### config.mk
export PLATFORM = sky130hd
export DESIGN_NAME = reset_power_fault_control
export DESIGN_NICKNAME = d
export VERILOG_FILES = /design/src/design/rst_pwr_pkg.sv /design/src/design/pin_sync.sv /design/src/design/reset_power_fault_control.sv
export SDC_FILE = /design/constraint.sdc
export NUM_CORES = 1
export LEC_CHECK = 0
export ABC_AREA = 1
export BUFFER_PORTS_ARGS = -buffer_cell sky130_fd_sc_hd__buf_4
export CORE_MARGIN = 8
export CORE_UTILIZATION = 52
export DETAILED_ROUTE_END_ITERATION = 10
export PLACE_DENSITY = 0.76
export SYNTH_ARGS = -nofsm -noshare
export SYNTH_HDL_FRONTEND = slang
export SYNTH_SLANG_ARGS = --single-unit
### constraint.sdc
create_clock -name clk -period 1.7 [get_ports clk]
set_clock_uncertainty 0.1 [all_clocks]
set_input_delay 0.255 -clock clk [delete_from_list [all_inputs] [get_ports clk]]
set_output_delay 0.255 -clock clk [all_outputs]
set_load 0.02 [all_outputs]
### src/design/rst_pwr_pkg.sv
// Purpose: Shared constants for the reset, power and fault sequencer
// Assumes: 40 MHz system clock
// Notes: Timing counts are derived from times in their own units
package rst_pwr_pkg;
  localparam int CLK_HZ = 40000000;
  localparam int SUPPLY_TIMER_MS = 10;
  localparam int SUPPLY_TIMER_CYC = (CLK_HZ / 1000) * SUPPLY_TIMER_MS;
  localparam int RESET_OUT_HOLD_NS = 200;
  localparam int RESET_OUT_HOLD_CYC = (RESET_OUT_HOLD_NS * (CLK_HZ / 1000000) + 999) / 1000;
  localparam int BOOT_SEL_W = 3;
  localparam int ADDR_W = 32;
  localparam int TIMER_W = 24;
  localparam logic [ADDR_W-1:0] RESET_VECTOR = 32'h00000000;
  localparam logic [BOOT_SEL_W-1:0] BOOT_SEL_RST = 3'h0;
  typedef enum logic [1:0]
  {
    ST_RESET = 2'h0,
    ST_RELEASE = 2'h1,
    ST_RUN = 2'h3,
    ST_SLEEP = 2'h2
  } seq_state_t;
endpackage

### src/design/pin_sync.sv
// Purpose: Three-stage synchroniser for one asynchronous pin
// Assumes: Input is asynchronous to clk
// Notes: Output changes only once stages two and three agree
`timescale 1ns/10ps
module pin_sync #(
  parameter logic RST_VAL = 1'b1
) (
  input wire logic clk, // System clock
  input wire logic srst, // Synchronous reset
  input wire logic pin, // Raw pin
  output logic level // Filtered level
);
  logic s1_reg;
  logic s2_reg;
  logic s3_reg;
  logic level_next;

  // Accept a change only when the later two stages agree
  assign level_next = (s2_reg == s3_reg) ? s3_reg : level;

  // Synchroniser chain; stage one feeds stage two only
  always_ff @(posedge clk)
  begin
    if (srst)
    begin
      s1_reg <= RST_VAL;
      s2_reg <= RST_VAL;
      s3_reg <= RST_VAL;
      level <= RST_VAL;
    end
    else
    begin
      s1_reg <= pin;
      s2_reg <= s1_reg;
      s3_reg <= s2_reg;
      level <= level_next;
    end
  end
endmodule

### src/design/reset_power_fault_control.sv
// Purpose: Reset, sleep-power and supply-fault sequencing
// Assumes: Pins arrive asynchronously; core events come from clk logic
// Notes: Fault response chooses sleep or exception by fault_to_exception
`timescale 1ns/10ps

// Functional notes
// - Drop supply_on_request whenever sleep is entered.
// - Battery fault enters sleep or raises an unmaskable imprecise exception.
// - While battery fault stays asserted, wakeups are ignored and sleep holds.
// - Supply fault enters sleep or raises an unmaskable imprecise exception.
// - Supply fault ignored after wakeup until the ten millisecond timer ends.
// - Hard reset is level sensitive, aborts current instruction, resets device.
// - On hard reset release execution starts at address zero.
// - Reset-out follows hard reset and releases before the first fetch; the code releases it on the same edge that fetch_enable rises.
// - Reset-out also asserts for sleep, watchdog and GPIO soft resets.
// - Test-access reset resets the boundary-scan and debug logic.
// - Board drives boot-select code; device boots according to it.
module reset_power_fault_control
  import rst_pwr_pkg::*;
#(
  parameter int SUPPLY_TIMER = rst_pwr_pkg::SUPPLY_TIMER_CYC
) (
  input wire logic clk, // 40 MHz clock
  input wire logic srst, // Synchronous reset
  input wire logic hard_reset_n, // Hard reset pin
  input wire logic battery_fault_n, // Main battery fault pin
  input wire logic supply_fault_n, // Supply fault pin
  input wire logic test_reset_n, // Test-access reset pin
  input wire logic [rst_pwr_pkg::BOOT_SEL_W-1:0] boot_select, // Boot device code pins
  input wire logic fault_to_exception, // 1: faults raise exception, 0: sleep
  input wire logic sleep_request, // Software sleep entry pulse
  input wire logic wakeup_event, // Wakeup source pulse
  input wire logic watchdog_reset, // Watchdog soft reset pulse
  input wire logic gpio_reset, // GPIO soft reset pulse
  output logic supply_on_request, // Power enable to supply
  output logic system_reset_out_n, // Reset-out pin
  output logic core_reset, // Whole-device reset to core
  output logic abort_instruction, // Abort current instruction pulse
  output logic fetch_enable, // Core may fetch
  output logic [rst_pwr_pkg::ADDR_W-1:0] start_address, // First fetch address
  output logic imprecise_abort, // Unmaskable imprecise data exception pulse
  output logic debug_reset, // Debug and scan logic reset
  output logic [rst_pwr_pkg::BOOT_SEL_W-1:0] boot_mode, // Latched boot selection
  output logic sleeping // Device is in sleep
);
  import rst_pwr_pkg::*;

  // ****************************************************
  // Pin synchronisers
  // ****************************************************
  logic hard_n_s;
  logic batt_n_s;
  logic vdd_n_s;
  logic trst_n_s;
  logic [BOOT_SEL_W-1:0] boot_sel_s;
  logic batt_n_d_reg;
  logic vdd_n_d_reg;

  pin_sync #(.RST_VAL(1'b0)) u_sync_hard (.clk(clk), .srst(srst), .pin(hard_reset_n), .level(hard_n_s));
  pin_sync #(.RST_VAL(1'b1)) u_sync_batt (.clk(clk), .srst(srst), .pin(battery_fault_n), .level(batt_n_s));
  pin_sync #(.RST_VAL(1'b1)) u_sync_vdd (.clk(clk), .srst(srst), .pin(supply_fault_n), .level(vdd_n_s));
  pin_sync #(.RST_VAL(1'b0)) u_sync_trst (.clk(clk), .srst(srst), .pin(test_reset_n), .level(trst_n_s));

  // boot code rides the same three stages as hard reset, so both settle together
  generate
    for (genvar i = 0; i < BOOT_SEL_W; i++)
    begin : g_boot_sync
      pin_sync #(.RST_VAL(BOOT_SEL_RST[i])) u_sync_boot (
        .clk(clk), // System clock
        .srst(srst), // Synchronous reset
        .pin(boot_select[i]), // One boot code pin
        .level(boot_sel_s[i]) // Filtered bit
      );
    end
  endgenerate

  // ****************************************************
  // Event decode
  // ****************************************************
  seq_state_t state_reg;
  seq_state_t state_next;
  logic [TIMER_W-1:0] guard_reg;
  logic [TIMER_W-1:0] guard_next;
  logic [TIMER_W-1:0] hold_reg;
  logic [TIMER_W-1:0] hold_next;
  logic hard_active;
  logic batt_fall;
  logic vdd_fall;
  logic vdd_armed;
  logic fault_event;
  logic wake_ok;
  logic soft_reset;

  // Level sensitive hard reset; pin low means reset
  // level hard reset
  assign hard_active = ~hard_n_s;
  // Faults act on the assertion edge; a level would retrigger the exception
  assign batt_fall = batt_n_d_reg & ~batt_n_s;
  assign vdd_fall = vdd_n_d_reg & ~vdd_n_s;
  assign vdd_armed = (guard_reg == '0);
  assign fault_event = batt_fall | (vdd_fall & vdd_armed);
  assign wake_ok = wakeup_event & batt_n_s;
  assign soft_reset = watchdog_reset | gpio_reset;

  // Sequencer next state
  always_comb
  begin
    state_next = state_reg;
    unique case (state_reg)
      ST_RESET:
        if (!hard_active)
          state_next = ST_RELEASE;
      ST_RELEASE:
        if (hold_reg == '0)
          state_next = ST_RUN;
      ST_RUN:
        if (sleep_request || (fault_event && !fault_to_exception))
          state_next = ST_SLEEP;
        else if (soft_reset)
          state_next = ST_RELEASE;
      ST_SLEEP:
        if (wake_ok)
          state_next = ST_RELEASE;
    endcase
    if (hard_active)
      state_next = ST_RESET;
  end

  // Reset-out hold and supply guard counters
  // reset-out and fetch enable release together when the hold ends
  assign hold_next = (state_next == ST_RELEASE && state_reg != ST_RELEASE) ? TIMER_W'(RESET_OUT_HOLD_CYC) :
                     (hold_reg != '0) ? hold_reg - 1'b1 : hold_reg;
  // The guard restarts on every accepted wakeup, so a slow supply ramp is not seen as a fault
  assign guard_next = (state_reg == ST_SLEEP && wake_ok) ? TIMER_W'(SUPPLY_TIMER) :
                      (guard_reg != '0) ? guard_reg - 1'b1 : guard_reg;

  // ****************************************************
  // Output decode
  // ****************************************************
  logic power_next;
  logic rst_out_n_next;
  logic core_rst_next;
  logic run_next;
  logic sleep_next;
  logic abort_next;
  logic exc_next;
  logic boot_capture;

  // Level outputs follow the next state so they move on the same edge as the sequencer
  // power enable off in sleep
  assign power_next = (state_next != ST_SLEEP);
  assign rst_out_n_next = (state_next == ST_RUN);
  assign core_rst_next = (state_next == ST_RESET);
  assign run_next = (state_next == ST_RUN);
  assign sleep_next = (state_next == ST_SLEEP);
  assign abort_next = hard_active & (state_reg != ST_RESET);
  assign exc_next = (state_reg == ST_RUN) & fault_event & fault_to_exception & ~hard_active;
  assign boot_capture = (state_reg == ST_RESET);

  // ****************************************************
  // State and outputs
  // ****************************************************
  // Sequencer registers
  always_ff @(posedge clk)
  begin
    if (srst)
    begin
      state_reg <= ST_RESET;
      hold_reg <= '0;
      guard_reg <= '0;
      batt_n_d_reg <= 1'b1;
      vdd_n_d_reg <= 1'b1;
    end
    else
    begin
      state_reg <= state_next;
      hold_reg <= hold_next;
      guard_reg <= guard_next;
      batt_n_d_reg <= batt_n_s;
      vdd_n_d_reg <= vdd_n_s;
    end
  end

  // Sequencer-level outputs; a register per pin keeps them free of decode glitches
  always_ff @(posedge clk)
  begin
    if (srst)
    begin
      supply_on_request <= 1'b1;
      system_reset_out_n <= 1'b0;
      core_reset <= 1'b1;
      fetch_enable <= 1'b0;
      sleeping <= 1'b0;
    end
    else
    begin
      supply_on_request <= power_next;
      system_reset_out_n <= rst_out_n_next;
      core_reset <= core_rst_next;
      fetch_enable <= run_next;
      sleeping <= sleep_next;
    end
  end

  // Event pulses, debug reset and boot latch
  always_ff @(posedge clk)
  begin
    if (srst)
    begin
      abort_instruction <= 1'b0;
      start_address <= RESET_VECTOR;
      imprecise_abort <= 1'b0;
      debug_reset <= 1'b1;
      boot_mode <= BOOT_SEL_RST;
    end
    else
    begin
      abort_instruction <= abort_next;
      start_address <= RESET_VECTOR;
      imprecise_abort <= exc_next;
      debug_reset <= ~trst_n_s;
      // Boot pins are ignored after release, so a later strap change cannot move the boot
      if (boot_capture)
        boot_mode <= boot_sel_s;
    end
  end
endmodule

==> summary.txt, run 1 <==
Power
  • Logic pwr share: 64.0%
  • P_leak: 2.76 nW
  • Int Pwr: 6.57 mW
  • Pwr dens: 2010 nW/um^2
  • VDD IR-drop max: approximately 1300 uV
  • Clock power share: ~12%
  • Sequential share of power: roughly a quarter
  • Switch share: between 40% and 50%
  • Switching pwr: 5.42 mW

STA
  • Setup violators final: 38
  • RSZ-0062 raised after global routing: yes
  • Slew Limit Fails: 0
  • Hold Slack: between 80 and 90 ps
  • Min Tclk post-route: about 1900 ps
  • Max Clock Freq: roughly 530 MHz
  • Slew @ Worst Pin: 908 ps
  • Final period util: 111%
  • Rel. slew slack: 39.4%
  • Final hold viol count: 0
  • Setup_tns: -4460 ps
  • PnR worst setup slack: -181 ps

Layout
  • Antenna cells: 0
  • Share of cells above drive strength 1: about two fifths
  • Non-Filler Instances: 805
  • Syn-to-layout area delta: 42.5%
  • Final core utilization: 76.9%
  • Most common cell after layout, fill and taps aside: buf_4
  • # fillers: 440
  • Commonest cells after routing, fill and taps aside: buf_4 (128), dfxtp_1 (81), nor2_1 (75)
  • Nets: 715
  • Finished Cell Area: 5970 sq um

Detailed routing
  • Final wirelength: around 13000 um
  • DR WL/cell: roughly 16 um
  • DRT antenna net count: 0
  • Vias per inst: 5.28
  • Drt first pass iters: 9
  • Via Count: 4251
  • DRT iter0 DRCs: ~240
  • Drc violations: 0

Placed design
  • Placed cell area: 5010 sq um
  • Global placement routability congestion: 0.906
  • Post-Place Cells: 763
  • I/O Buffers: 24
  • DPL Wire Length: about 7300 um

Yosys
  • Synth Instances: about 560
  • #FFs+latches synth: 90
  • Cell Area, Synth: 4190 sq um
  • Synth unique cells: 32
  • Synth warn: 0
  • Register area share after synthesis: 43.0%
  • Syn avg cell area: 7.53 sq um

Critical path
  • R2R Path Start: hold_reg[23]
  • Reg2Reg Depth: 11
  • Buffers & Inverters on Critical Path: 1
  • Slowest cell delay on critical path: 340 ps
  • CP max FO: 6
  • Setup crit end: hold_reg[2]
  • Crit path depth: 11
  • Critical path endpoint category: register
  • Reg2reg end: hold_reg[2]
  • CP Cell Sequence: inv_1 > nand3_2 > nor2_2 > nand2_2 > nor2_8 > a21oi_2 > nand3_2 > nand2_4 > nand2_8 > nand2_8 > nor2_4
  • Arrival @ worst endpoint: 2100 ps
  • Critical path's top delay family: simple AND/OR/NAND/NOR gates
  • Crit-path slowest cell: dfxtp_1
  • Critical setup path kind: register to register
  • Crit path from: hold_reg[23]
  • Nature of the critical path startpoint: register
  • Reg2Reg Setup Slack: -180 ps
  • Critical Path RT: 1920 ps

Clock tree
  • TritonCTS clock tree: yes
  • Clock tree sinks: 90
  • Clock-pin slew on the worst setup and hold paths: roughly 110 ps
  • Root Driver: clkbuf_8
  • Htree depth: 3
  • Worst-Skew Late Latency: 390 ps
  • Total CTS buffers: 9
  • Clock Path Buffers: 2

Floorplan
  • Row cnt: 32
  • Initial Utilization: 53.9%
  • Die H: 106 um
  • Die ar.: around 11000 sq um
  • Ports: 57
  • Chip width: 106 um
  • Core ar.: 7770 sq um

Global routing
  • Initial antenna violation count: 0
  • First-pass GRT wire length: 18100 um
  • Total track usage: around 20%
  • Number of global-route vias before repair: 4114
  • Largest net degree at the start of global routing: 38
  • Grt ovf: 0

Hold path
  • Worst Hold Launch: fault_to_exception
  • WHS Path Cells: 3
  • Hold Crit Class: primary input to register

Status
  • Status: complete, but fails checks
  • Failing checks: negative setup slack

Flow run
  • Maxcap violations: 0
==> what timing repair did <==
item | 4_1_cts | 5_1_grt
setup buffers | 5 | 11
hold endpoints to repair | 7 | 0
hold buffers | 7 | 0
endpoints found under the setup margin | 43 | 47
gates resized for setup | 60 | 78
cloned | 3 | 0
pin swaps | 10 | 19
==> synth_stat cells (all sizes together) <==
master | number | share of area [%]
a31o | 2 | 0.42
nand3b | 2 | 0.36
xor2 | 17 | 3.6
or2 | 9 | 1.3
a31oi | 3 | 0.45
nand4 | 9 | 1.3
o31ai | 1 | 0.18
ha | 3 | 0.90
nor2 | 138 | 14
clkbuf | 7 | 0.63
buf | 35 | 6.5
nand2 | 78 | 7.5
a211oi | 5 | 0.90
dfxtp | 90 | 43
nor3 | 12 | 1.4
a21oi | 28 | 3.4
or3 | 1 | 0.15
a21boi | 1 | 0.18
conb | 1 | 0.090
inv | 64 | 5.7
xnor2 | 11 | 2.3
nand3 | 26 | 3.7
nor4 | 4 | 0.60
o21ai | 9 | 1.1
==> through the flow <==
stage / setup WS, ps / total power, mW
3_5_place_dp: -179 / 8.41
3_3_place_gp: -92.0 / 8.25
4_1_cts: -50.9 / 10.4
2_1_floorplan: 6.65 / 6.19
5_1_grt: -258 / 12.7
6_report: -181 / 12.0
==> power by group through the flow <==
stage | combinational (mW) | clock (mW) | sequential (mW)
global placement | 5.47 | 0 | 2.78
CTS | 6.20 | 1.46 | 2.79
global route | 8.22 | 1.55 | 2.89
floorplan | 3.35 | 0 | 2.84
detailed placement | 5.61 | 0 | 2.80
finish | 7.67 | 1.46 | 2.86
==> area by class of cell <==
cell class / count / area, sq um / share of cell area, %
clock buffers: 9 / 124 / 2.08
clock inverters: 7 / 73.8 / 1.24
inverters: 64 / 240 / 4.02
multi-input cells: 394 / 2510 / 42.1
flip-flops and latches: 90 / 1810 / 30.4
well taps: 102 / 128 / 2.14
repair buffers: 139 / 1080 / 18.0
==> worst register-to-register path, cell delays in order (launching register included) <==
cell and delay (ps):
dfxtp_1 340, inv_1 130, nand3_2 110, nor2_2 160
nand2_2 110, nor2_8 170, a21oi_2 80, nand3_2 100
nand2_4 80, nand2_8 170, nand2_8 130, nor2_4 140
==> how the worst min path moves through the flow <==
stage / end / slack [ps]
after global routing: imprecise_abort / 70
after detailed placement: debug_reset / 290
after CTS: imprecise_abort / 90
after global placement: debug_reset / 290
after floorplan: u_sync_batt.s1_reg / 260
final: imprecise_abort / 90
==> kinds of logic (layout without fill, tap and decap cells) <==
kind of cell	count (synthesis)	count (layout)	synth area share [%]
other cells	1	32	0.0895
simple gates	279	282	30.7
xor+xnor	28	28	5.85
compound gates	49	49	6.63
flops	90	90	43.0
fa+ha+maj	3	3	0.896
buf+inv	106	219	12.8
==> layer usage <==
layer  vias to the layer above  routed length [um]  global-route usage, %
met5                         -                   0                      0
met4                         0                 563                   8.54
met3                        66                1040                   5.18
met2                       230                6370                   34.7
met1                      1983                4860                   21.3
li1                       1972                   -                      -
Power figures use the tool's default switching activity.
==> run 2, diff against run 1 <==
- REMOVE_ABC_BUFFERS: not set -> 1
- TNS_END_PERCENT: not set -> 50
==> run 2 against run 1 <==
- the flow still finishes with violations (negative setup slack)
- sequential share of layout area is 1.4 points higher
- cell count is 0.99% lower
- clock-buffer cell count did not move
- die area did not move
- power down 5.9%
- hold slack gained 11 ps
- sequential power is essentially flat
- clock power about the same
- critical path type unchanged
- critical endpoint is now guard_reg[19]
==> summary.txt, run 2 (synthesis results as in run 1) <==
Hold path
  • Hold Crit Class: primary input to register
  • Hold endpoint: imprecise_abort
  • Worst Hold Launch: fault_to_exception
  • WHS Path Cells: 3 (unchanged)

Power
  • VDD IR-drop max: 942 uV (-26%)
  • P_leak: 2.68 nW (-3.1%)
  • Total Power: 11.3 mW (-5.9%)
  • Pwr dens: 1970 nW/um^2 (-1.8%)

Critical path
  • Reg2reg end: guard_reg[19]
  • Reg2Reg Depth: 13 (+2)
  • Slowest cell delay on critical path: 350 ps (about the same)
  • CP Cell Sequence: buf_6 > nor2_2 > inv_1 > nor2_1 > inv_1 > nor2_2 > nand2_1 > inv_2 > nand3_4 > buf_12 > nor3_4 > xor2_1 > nor2_1
  • Crit path from: guard_reg[1]
  • R2R Path Start: guard_reg[1]
  • Crit-path slowest cell: dfxtp_2
  • Critical Path RT: 1860 ps (-60 ps)
  • Critical path endpoint category: register
  • CP max FO: 4 (-2)
  • Arrival @ worst endpoint: 2000 ps (-100 ps)
  • Nature of the critical path startpoint: register
  • Critical setup path kind: register to register
  • Reg2Reg Setup Slack: -140 ps (+40 ps)

Status
  • Status: complete, but fails checks
  • Failing checks: negative setup slack

STA
  • RSZ-0062 raised after global routing: yes
  • Slew Limit Fails: 0 (unchanged)
  • Max Clock Freq: 543 MHz (+2.1%)
  • Final period util: 108% (-2.2 points)
  • Setup_tns: -3580 ps (+880 ps)
  • Final hold viol count: 0 (unchanged)
  • PnR worst setup slack: -143 ps (+38.1 ps)
  • Setup violators final: 37 (-2.6%)
  • Min Tclk post-route: 1840 ps (-38.1 ps)

Global routing
  • Initial antenna violation count: 0 (unchanged)
  • First-pass GRT wire length: 17800 um (-1.6%)
  • Largest net degree at the start of global routing: 38 (unchanged)
  • Grt ovf: 0 (unchanged)
  • Number of global-route vias before repair: 4006 (-2.6%)
  • Total track usage: 19.2% (-0.33 points)

Detailed routing
  • Via Count: 4075 (-4.1%)
  • Final wirelength: 11500 um (-10%)
  • DR WL/cell: 14.5 um (-9.1%)
  • Drt first pass iters: 6 (-3)
  • Vias per inst: 5.11 (-3.2%)
  • DRT antenna net count: 0 (unchanged)
  • Drc violations: 0 (unchanged)
  • DRT iter0 DRCs: 218 (-10%)

Floorplan
  • Row cnt: 32 (unchanged)
  • Die H: 106 um (unchanged)
  • Die ar.: 11200 sq um (unchanged)
  • Chip width: 106 um (unchanged)
  • Ports: 57 (unchanged)
  • Core ar.: 7770 sq um (unchanged)
  • Initial Utilization: 53.9% (unchanged)

Placed design
  • I/O Buffers: 24 (unchanged)
  • Placed cell area: 5010 sq um (unchanged)
  • Global placement routability congestion: 0.932 (+2.9%)
  • DPL Wire Length: 7260 um (-0.94%)
  • Dpl ws: -151 ps (+27.3 ps)

Layout
  • Most common cell after layout, fill and taps aside: buf_4
  • Commonest cells after routing, fill and taps aside: buf_4 (119), nor2_1 (87), dfxtp_1 (80)
  • Syn-to-layout area delta: 36.5%
  • Nets: 707 (-1.1%)
  • Share of cells above drive strength 1: 36.4% (-4.3 points)
  • Antenna cells: 0 (unchanged)
  • Finished Cell Area: 5720 sq um (-4.2%)

Clock tree
  • Worst-Skew Late Latency: 370 ps (-20 ps)
  • Clock-pin slew on the worst setup and hold paths: 100 ps (about the same)
  • Htree depth: 3 (unchanged)
  • Total CTS buffers: 9 (unchanged)
  • Clock tree sinks: 90 (unchanged)
  • Clock Path Buffers: 2 (unchanged)
  • TritonCTS clock tree: yes
  • Root Driver: clkbuf_8

Flow run
  • Maxcap violations: 0 (unchanged)
-- run 2: cell count changes in the layout (fill, tap and decap cells not counted), moves of 5 or more --
cell and change:
nor3_2 -6, nor2_2 +7, nor2_4 -19, nor2_1 +12, nor3_1 +5, buf_4 -9
-- run 2: critical path, delay by kind of cell (launching register included) --
kind / cells / cell delay [ps]
simple gates: 7 / 650
xor+xnor: 1 / 160
flops: 1 / 350
buf+inv: 5 / 480
-- run 2: timing repair --
action,4_1_cts,5_1_grt
pin swaps,19,14
buffers inserted,4,4
setup endpoints to repair,44,46
resized for setup,71,25
hold buffers,7,0
gates cloned,2,1
endpoints found under the hold margin,7,0
-- run 2: final cells by class --
type	instances	area, sq um
clock inverters	7	72.6
clock buffers	9	124
inverters	64	240
well taps	102	128
fillers	507	2050
flip-flops and latches	90	1810
multi-input cells	394	2310
repair buffers	131	1030
-- run 2: worst max-delay path by stage --
stage,to,slack (ps),depth (start not counted)
2_1_floorplan,hold_reg[0],-50,12
3_3_place_gp,guard_reg[22],-100,11
3_5_place_dp,hold_reg[8],-150,12
4_1_cts,hold_reg[2],-60,12
5_1_grt,hold_reg[19],-240,8
6_report,guard_reg[19],-140,13
-- run 2: power by group --
group / total [mW] / internal (mW) / switching, mW
Combinational: 6.98 / 3.10 / 3.88
Clock: 1.46 / 0.575 / 0.881
Sequential: 2.84 / 2.54 / 0.300
-- run 2: layer usage --
layer / track usage (%) / vias to the layer above / routed length (um)
met5: 0 / - / 0
met4: 8.44 / 0 / 298
met3: 4.08 / 38 / 834
met2: 34.0 / 178 / 5740
met1: 21.6 / 1905 / 4680
li1: - / 1954 / -
-- run 2: metrics by stage --
stage	util [%]	instances	hold WS (ps)
floorplan	-	545	224
global placement	64.5	763	292
detailed placement	64.5	763	294
CTS	71.9	792	91.2
global route	73.6	797	93.8
finish	73.6	797	100
